**config.mk**
```make
export PLATFORM = sky130hd
export DESIGN_NAME = mior_exec
export DESIGN_NICKNAME = d
export VERILOG_FILES = /design/src/hw/mior_pkg.sv /design/src/hw/mior_exec.sv
export VERILOG_INCLUDE_DIRS = /design/src /design/src/hw
export SDC_FILE = /design/constraint.sdc
export NUM_CORES = 1
export LEC_CHECK = 0
export BUFFER_PORTS_ARGS = -buffer_cell sky130_fd_sc_hd__buf_2
export CAP_MARGIN = 15
export CORE_MARGIN = 2
export CORE_UTILIZATION = 56
export CTS_CLUSTER_SIZE = 10
export DETAILED_ROUTE_END_ITERATION = 6
export PLACE_DENSITY = 0.85
export REMOVE_ABC_BUFFERS = 1
export SLEW_MARGIN = 5
export SYNTH_ARGS = -nofsm -noshare
export SYNTH_HDL_FRONTEND = slang
export SYNTH_SLANG_ARGS = --single-unit
```
**constraint.sdc**
```tcl
create_clock -name i_mclk -period 2.6 [get_ports i_mclk]
set_input_delay 0.26 -clock i_mclk [delete_from_list [all_inputs] [get_ports i_mclk]]
set_output_delay 0.26 -clock i_mclk [all_outputs]
set_load 0.01 [all_outputs]
```
**src/hw/mior_defines.svh**
```systemverilog
/*
  constants for the move/inc/or/return execution slice: opcode patterns,
  field positions and reset values. assumes 14-bit instruction words.
*/
`ifndef MIOR_DEFINES_SVH
`define MIOR_DEFINES_SVH

`define MIOR_IW             14
`define MIOR_DEST_BIT       7
`define MIOR_FADDR_MSB      6
`define MIOR_LIT_MSB        7
// byte-oriented file ops: bits 13:8
`define MIOR_OP_INC_FILE    6'h0a
`define MIOR_OP_OR_FILE     6'h04
`define MIOR_OP_COPY_FILE   6'h08
`define MIOR_OP_ROT_LEFT    6'h0d
// store accumulator: bits 13:7
`define MIOR_OP_STORE_ACC   7'h01
// literal ops: bits 13:10
`define MIOR_OP_LOAD_LIT    4'hc
`define MIOR_OP_RET_LIT     4'hd
`define MIOR_WORD_IDLE      14'h0000
`define MIOR_WORD_RET_IRQ   14'h0009
`define MIOR_ACC_RST        8'h00
`define MIOR_PC_RST         13'h0000

`endif

```
**src/hw/mior_pkg.sv**
```systemverilog
/*
  types for the execution slice: decoded operation classes and the
  sequencer states. assumes mior_defines.svh supplies the numbers.
*/
package mior_pkg;
  typedef enum logic [8:0] {
    MIOR_OP_NONE_T_IDLE = 9'h001,
    MIOR_K_INC          = 9'h002,
    MIOR_K_IOR          = 9'h004,
    MIOR_K_MOV          = 9'h008,
    MIOR_K_ROT          = 9'h010,
    MIOR_K_STORE        = 9'h020,
    MIOR_K_LIT          = 9'h040,
    MIOR_K_RETLIT       = 9'h080,
    MIOR_K_RETIRQ       = 9'h100
  } mior_kind_t;

  typedef enum logic [1:0] {
    MIOR_S_RUN   = 2'h1,
    MIOR_S_FLUSH = 2'h2
  } mior_state_t;
endpackage

```
**src/hw/mior_exec.sv**
```systemverilog
/*
  execution slice of an 8-bit core: increment, or, copy, rotate left,
  store accumulator, load literal, returns and the idle instruction.
  assumes the decoder offers one word per instruction cycle with
  i_ir_valid, the register file returns the addressed byte combinationally
  on i_file_rd and takes o_file_we as a one-cycle write strobe, and the
  stack presents its top on i_stack_top and pops on o_stack_pop.
  bank selection, stack depth and every other instruction live outside;
  the whole slice runs on i_mclk, with i_rst asynchronous and active high,
  and clearing the irq enable belongs to the interrupt entry logic.
*/
// Notes on behaviour
// - destination bit 0 writes accumulator, 1 writes file register
// - increment adds one to file, result to destination, updates zero
// - or accumulator with file, result to destination, updates zero
// - copy moves file to accumulator or back to same register
// - copy updates zero from moved value, making write-back a zero test
// - copy updates zero whatever destination is chosen
// - load literal puts 8-bit immediate in accumulator, flags untouched
// - store writes accumulator into addressed file, flags untouched
// - return with literal loads immediate into accumulator
// - return with literal reloads pc from popped stack top
// - return with literal takes two instruction cycles
// - rotate left through carry, result to destination, only carry
`timescale 1ns/1ns
`include "mior_defines.svh"

module mior_exec #(
  parameter int PC_W = 13
) (
  input  wire logic              i_mclk,
  input  wire logic              i_rst,
  input  wire logic [13:0]       i_ir,
  input  wire logic              i_ir_valid,
  input  wire logic [7:0]        i_file_rd,
  input  wire logic [PC_W-1:0]   i_stack_top,
  output logic      [6:0]        o_file_addr,
  output logic      [7:0]        o_file_wdata,
  output logic                   o_file_we,
  output logic      [7:0]        o_accum,
  output logic                   o_zero,
  output logic                   o_carry,
  output logic                   o_global_irq_enable,
  output logic      [PC_W-1:0]   o_pc,
  output logic                   o_stack_pop,
  output logic                   o_busy
);

  function automatic mior_pkg::mior_kind_t decode(input logic [13:0] w);
    mior_pkg::mior_kind_t k;
    k = mior_pkg::MIOR_OP_NONE_T_IDLE;
    if (w[13:8] == `MIOR_OP_INC_FILE)        k = mior_pkg::MIOR_K_INC;
    else if (w[13:8] == `MIOR_OP_OR_FILE)    k = mior_pkg::MIOR_K_IOR;
    else if (w[13:8] == `MIOR_OP_COPY_FILE)  k = mior_pkg::MIOR_K_MOV;
    else if (w[13:8] == `MIOR_OP_ROT_LEFT)   k = mior_pkg::MIOR_K_ROT;
    else if (w[13:7] == `MIOR_OP_STORE_ACC)  k = mior_pkg::MIOR_K_STORE;
    else if (w[13:10] == `MIOR_OP_LOAD_LIT)  k = mior_pkg::MIOR_K_LIT;
    else if (w[13:10] == `MIOR_OP_RET_LIT)   k = mior_pkg::MIOR_K_RETLIT;
    else if (w == `MIOR_WORD_RET_IRQ)        k = mior_pkg::MIOR_K_RETIRQ;
    return k;
  endfunction

  // operand fields and the zero test, shared by several operations
  function automatic logic [6:0] file_field(input logic [13:0] w);
    return w[`MIOR_FADDR_MSB:0];
  endfunction

  function automatic logic [7:0] lit_field(input logic [13:0] w);
    return w[`MIOR_LIT_MSB:0];
  endfunction

  function automatic logic zero_of(input logic [7:0] v);
    return (v == 8'h00);
  endfunction

  mior_pkg::mior_state_t state_r, state_nxt;
  mior_pkg::mior_kind_t  kind;
  logic [7:0]       acc_r, acc_nxt;
  logic             zero_r, zero_nxt;
  logic             carry_r, carry_nxt;
  logic             irqen_r, irqen_nxt;
  logic [PC_W-1:0]  pc_r, pc_nxt;
  logic [7:0]       fwd_r, fwd_nxt;
  logic [6:0]       fad_r, fad_nxt;
  logic             fwe_r, fwe_nxt;
  logic             pop_r, pop_nxt;
  logic [7:0]       result;
  logic             dest_file;
  logic             has_result;

  assign kind      = decode(i_ir);
  assign dest_file = i_ir[`MIOR_DEST_BIT];

  always_comb begin
    state_nxt  = state_r;
    acc_nxt    = acc_r;
    zero_nxt   = zero_r;
    carry_nxt  = carry_r;
    irqen_nxt  = irqen_r;
    pc_nxt     = pc_r;
    fwd_nxt    = fwd_r;
    fad_nxt    = file_field(i_ir);
    fwe_nxt    = 1'b0;
    pop_nxt    = 1'b0;
    result     = i_file_rd;
    has_result = 1'b0;
    case (state_r)
      mior_pkg::MIOR_S_RUN: begin
        if (i_ir_valid) begin
          // pc advances once per taken word except a return, which loads the stack top; the flush cycle holds it
          pc_nxt = pc_r + PC_W'(1);
          case (kind)
            mior_pkg::MIOR_K_INC: begin
              result     = i_file_rd + 8'h01;
              zero_nxt   = zero_of(result);
              has_result = 1'b1;
            end
            mior_pkg::MIOR_K_IOR: begin
              result     = acc_r | i_file_rd;
              zero_nxt   = zero_of(result);
              has_result = 1'b1;
            end
            mior_pkg::MIOR_K_MOV: begin
              result     = i_file_rd;
              // zero test applies to both destinations
              zero_nxt   = zero_of(result);
              has_result = 1'b1;
            end
            mior_pkg::MIOR_K_ROT: begin
              result     = {i_file_rd[6:0], carry_r};
              carry_nxt  = i_file_rd[7];
              has_result = 1'b1;
            end
            mior_pkg::MIOR_K_STORE: begin
              // the accumulator leaves unchanged, so no flag moves
              fwd_nxt = acc_r;
              fwe_nxt = 1'b1;
            end
            mior_pkg::MIOR_K_LIT: begin
              // literal loads leave zero and carry alone
              acc_nxt = lit_field(i_ir);
            end
            mior_pkg::MIOR_K_RETLIT: begin
              acc_nxt   = lit_field(i_ir);
              pc_nxt    = i_stack_top;
              pop_nxt   = 1'b1;
              state_nxt = mior_pkg::MIOR_S_FLUSH;
            end
            mior_pkg::MIOR_K_RETIRQ: begin
              // a pop with no literal: the accumulator is left as it was
              pc_nxt    = i_stack_top;
              pop_nxt   = 1'b1;
              irqen_nxt = 1'b1;
              state_nxt = mior_pkg::MIOR_S_FLUSH;
            end
            default: begin
              // idle and unhandled words only advance the pc
              pc_nxt = pc_r + PC_W'(1);
            end
          endcase
          // one write path for every result keeps the select in one place
          if (has_result) begin
            if (dest_file) begin
              fwd_nxt = result;
              fwe_nxt = 1'b1;
            end else begin
              acc_nxt = result;
            end
          end
        end
      end
      mior_pkg::MIOR_S_FLUSH: begin
        // second cycle of a return: fetched word is discarded
        state_nxt = mior_pkg::MIOR_S_RUN;
      end
      default: state_nxt = mior_pkg::MIOR_S_RUN;
    endcase
  end

  // registers only; every next value is formed in the block above
  always_ff @(posedge i_mclk or posedge i_rst) begin
    if (i_rst) begin
      state_r <= mior_pkg::MIOR_S_RUN;
      acc_r   <= `MIOR_ACC_RST;
      zero_r  <= 1'b0;
      carry_r <= 1'b0;
      irqen_r <= 1'b0;
      pc_r    <= PC_W'(`MIOR_PC_RST);
      fwd_r   <= 8'h00;
      fad_r   <= 7'h00;
      fwe_r   <= 1'b0;
      pop_r   <= 1'b0;
    end else begin
      state_r <= state_nxt;
      acc_r   <= acc_nxt;
      zero_r  <= zero_nxt;
      carry_r <= carry_nxt;
      irqen_r <= irqen_nxt;
      pc_r    <= pc_nxt;
      fwd_r   <= fwd_nxt;
      fad_r   <= fad_nxt;
      fwe_r   <= fwe_nxt;
      pop_r   <= pop_nxt;
    end
  end

  // read address is combinational so the operand arrives in the same cycle;
  // a pending write owns the address for its one cycle, so the decoder must
  // not read any file register in the cycle right after, as the read address is then fad_r
  assign o_file_addr         = fwe_r ? fad_r : file_field(i_ir);
  assign o_file_wdata        = fwd_r;
  assign o_file_we           = fwe_r;
  assign o_accum             = acc_r;
  assign o_zero              = zero_r;
  assign o_carry             = carry_r;
  assign o_global_irq_enable = irqen_r;
  assign o_pc                = pc_r;
  assign o_stack_pop         = pop_r;
  assign o_busy              = (state_r == mior_pkg::MIOR_S_FLUSH);

endmodule

```
==> results_dict.tcl <==
set metrics [dict create \
    p_sw_w 0.000834 \
    post-cts-setup-buffer-count 0 \
    cts_buffer_depth 2 \
    final_hold_viol_count 0 \
    fin_setup_tns_ns 0 \
    synth.top_cell.area_share 0.381 \
    grt.overflow.total 0 \
    drtPass1Iterations 6 \
    initial_core_util 0.584 \
    via_per_inst 6.40 \
    clock.fmax_mhz 510 \
    numClockSinks 43 \
    avgRoutedWirePerCell_um 17.3 \
    first_global_vias 2623 \
    min_period_over_period 0.754 \
    row_count 25 \
    power_w 0.00217 \
    arrival_ns 2.16 \
    syn-cell-area_um2 2760 \
    drive_gt1_frac 0.323 \
    drt_iter0_drc 282 \
    ctsHoldBuffers 0 \
    dr_total_vias 2809 \
    avgSynthCellArea_um2 9.28 \
    antenna_found_initial 0 \
    slew_viol_final 0 \
    finalSetupViolCount 0 \
    power_density_nw_per_um2 664 \
    intPower_w 0.00134 \
    combPwrFrac 0.332 \
    grt_pass1_wl_um 12300 \
    power_frac_clock 0.202 \
    worstPathMaxFanout 23 \
    dp_hpwl_um 5630 \
    synthTopCellsByCount "dfrtp_1 (42), a21oi_1 (23), nand3_1 (22), nor2_1 (22), nand2_1 (15)" \
    fin_worst_hold_slack_ns 0.0823 \
    core_area_um2 4720 \
    period_minus_slack_ns 1.96 \
    synth_seq_cells 43 \
    antenna_cells 0 \
    critPathLaunchType "flip-flop" \
    worst_pin_slew_ns 0.758 \
    skew_ns 0.00623 \
    switching_share 0.384 \
    ctsResizeCount 0 \
    nets 412 \
    ir_worst_vdd_mv 0.403 \
    yosysTopAreaCell "dfrtp_1" \
    synth_edf_count 0 \
    holdCritPathClass "primary input to asynchronous set/reset pin" \
    syn2layout_area_growth_pct 18.6 \
    synthArstFlopShare 1.00 \
    rsz0062_at_grt "false" \
    setup_ws_ns 0.638 \
    synth_area_leaders "dfrtp_1 (38%), a21oi_1 (4.2%), nand3_1 (4.0%), mux2_2 (3.7%), nor2_1 (3.0%)" \
    maxCapViolations 0 \
    htreeDepth 2 \
    root_buffer "clkbuf_8" \
    worst-setup-path-type "flip-flop to flip-flop" \
    grt_start_max_net_pins 44 \
    synthFlopType "dfrtp_1" \
    yosysWarnings 0 \
    globalplace.congestion 0.944 \
    pwr-share-seq 0.466 \
    required_ns 2.79 \
    drt_wl_total_um 7610 \
    ios 80 \
    yosys.cell_types.count 66 \
    antenna_left 0 \
    status "complete, no violations" \
    synth.most_common_cell "dfrtp_1" \
    dp_slack_ns 0.358 \
    cts.clk_slew.worst_paths_ns 0.09 \
    worstSetupEndpointType "flip-flop" \
    p_leak_nw 1.45 \
    cts_buffers 5 \
    drc 0 \
    synthCells 297 \
    clock_latency_ns 0.31 \
    fp.dieW_um 74.2 \
    die_h_um 74.2 \
    synth.yosys.seq_area_share 0.391 \
    slew_headroom 0.493 \
    cts_tree "built" \
    nFillCells 391 \
    io_buffers 79 \
    die_area_um2 5500 \
    track_usage 0.290 \
]
==> worst max-delay path: stages, from the launching register on <==
cell      delay [ns]
dfstp_2         0.55
and3b_1         0.17
buf_4           0.28
nand4b_1        0.13
buf_4           0.20
nor2b_1         0.17
a221oi_1        0.35
==> placed cells by master (no fill, tap or decap), types with 9 or more instances in the layout <==
cell type / instances
buf_2: 79
dfrtp_1: 42
a21oi_1: 23
nand3_1: 22
nor2_1: 22
nand2_1: 15
inv_1: 11
o22ai_1: 9
mux2_2: 9
==> cells by family (layout without fill, tap and decap cells) <==
logic type | Yosys count | after routing | synth area share
DFF | 43 | 43 | 0.391
xor gates and xnor gates | 1 | 1 | 0.00318
AOI/OAI and AO/OA | 88 | 88 | 0.233
adders and majority gates | 3 | 3 | 0.0136
and+or+nand+nor | 118 | 118 | 0.251
muxes | 13 | 13 | 0.0513
buffers and inverters | 31 | 106 | 0.0567
==> sequential cells by signal, summed over array words and instances (netlist names) <==
name                 cells
fad_r                    7
o_accum                  8
o_carry                  1
o_file_wdata             8
o_file_we                1
o_global_irq_enable      1
o_pc                    13
o_stack_pop              1
o_zero                   1
state_r                  2
==> layout make-up <==
class	count	area (um2)	area share
Tap cell	67	83.8	0.0256
Clock inverter	3	20.0	0.00612
Clock buffer	5	68.8	0.0210
Timing Repair Buffer	87	455	0.139
Multi-Input combinational cell	223	1520	0.466
Inverter	11	41.3	0.0126
Sequential cell	43	1080	0.330
==> power by group through the flow <==
stage,registers (W),clock network (W),logic [W]
CTS,0.00100,0.000438,0.000718
detailed placement,0.00102,0,0.000718
finish,0.00101,0.000439,0.000720
global route,0.00104,0.000461,0.000810
global placement,0.00101,0,0.000701
floorplan,0.00105,0,0.000349
==> path summary, 6_finish.rpt <==
| path | from | slack [ns] | cells past startpoint | to |
|---|---|---|---|---|
| hold / removal | i_rst | 0.08 | 3 | fad_r[2]$_DFF_PP0_ |
| min in group i_mclk | i_ir[4] | 0.10 | 1 | fad_r[4]$_DFF_PP0_ |
| setup / recovery | state_r[0]$_DFFE_PP1P_ | 0.64 | 6 | o_accum[4]$_DFFE_PP0P_ |
| hold reg to reg | o_global_irq_enable$_DFFE_PP0P_ | 0.48 | 1 | o_global_irq_enable$_DFFE_PP0P_ |
| setup reg to reg | state_r[0]$_DFFE_PP1P_ | 0.64 | 6 | o_accum[4]$_DFFE_PP0P_ |
| max in group asynchronous | i_rst | 2.14 | 3 | state_r[0]$_DFFE_PP1P_ |
==> metal layers <==
layer	global-route usage	share of wire	wire, um
met5	0	0	0
met1	0.365	0.40	3040
met2	0.487	0.47	3600
met3	0.0664	0.095	721
met4	0.109	0.033	249
==> per-stage QoR <==
step / cell area, um2 / utilization / instances
global route: 3270 / 0.692 / 439
CTS: 3270 / 0.692 / 439
global placement: 3180 / 0.673 / 431
floorplan: 2640 / - / 277
detailed placement: 3180 / 0.673 / 431
finish: 3270 / 0.692 / 439
(Power assumes the default switching activity.)
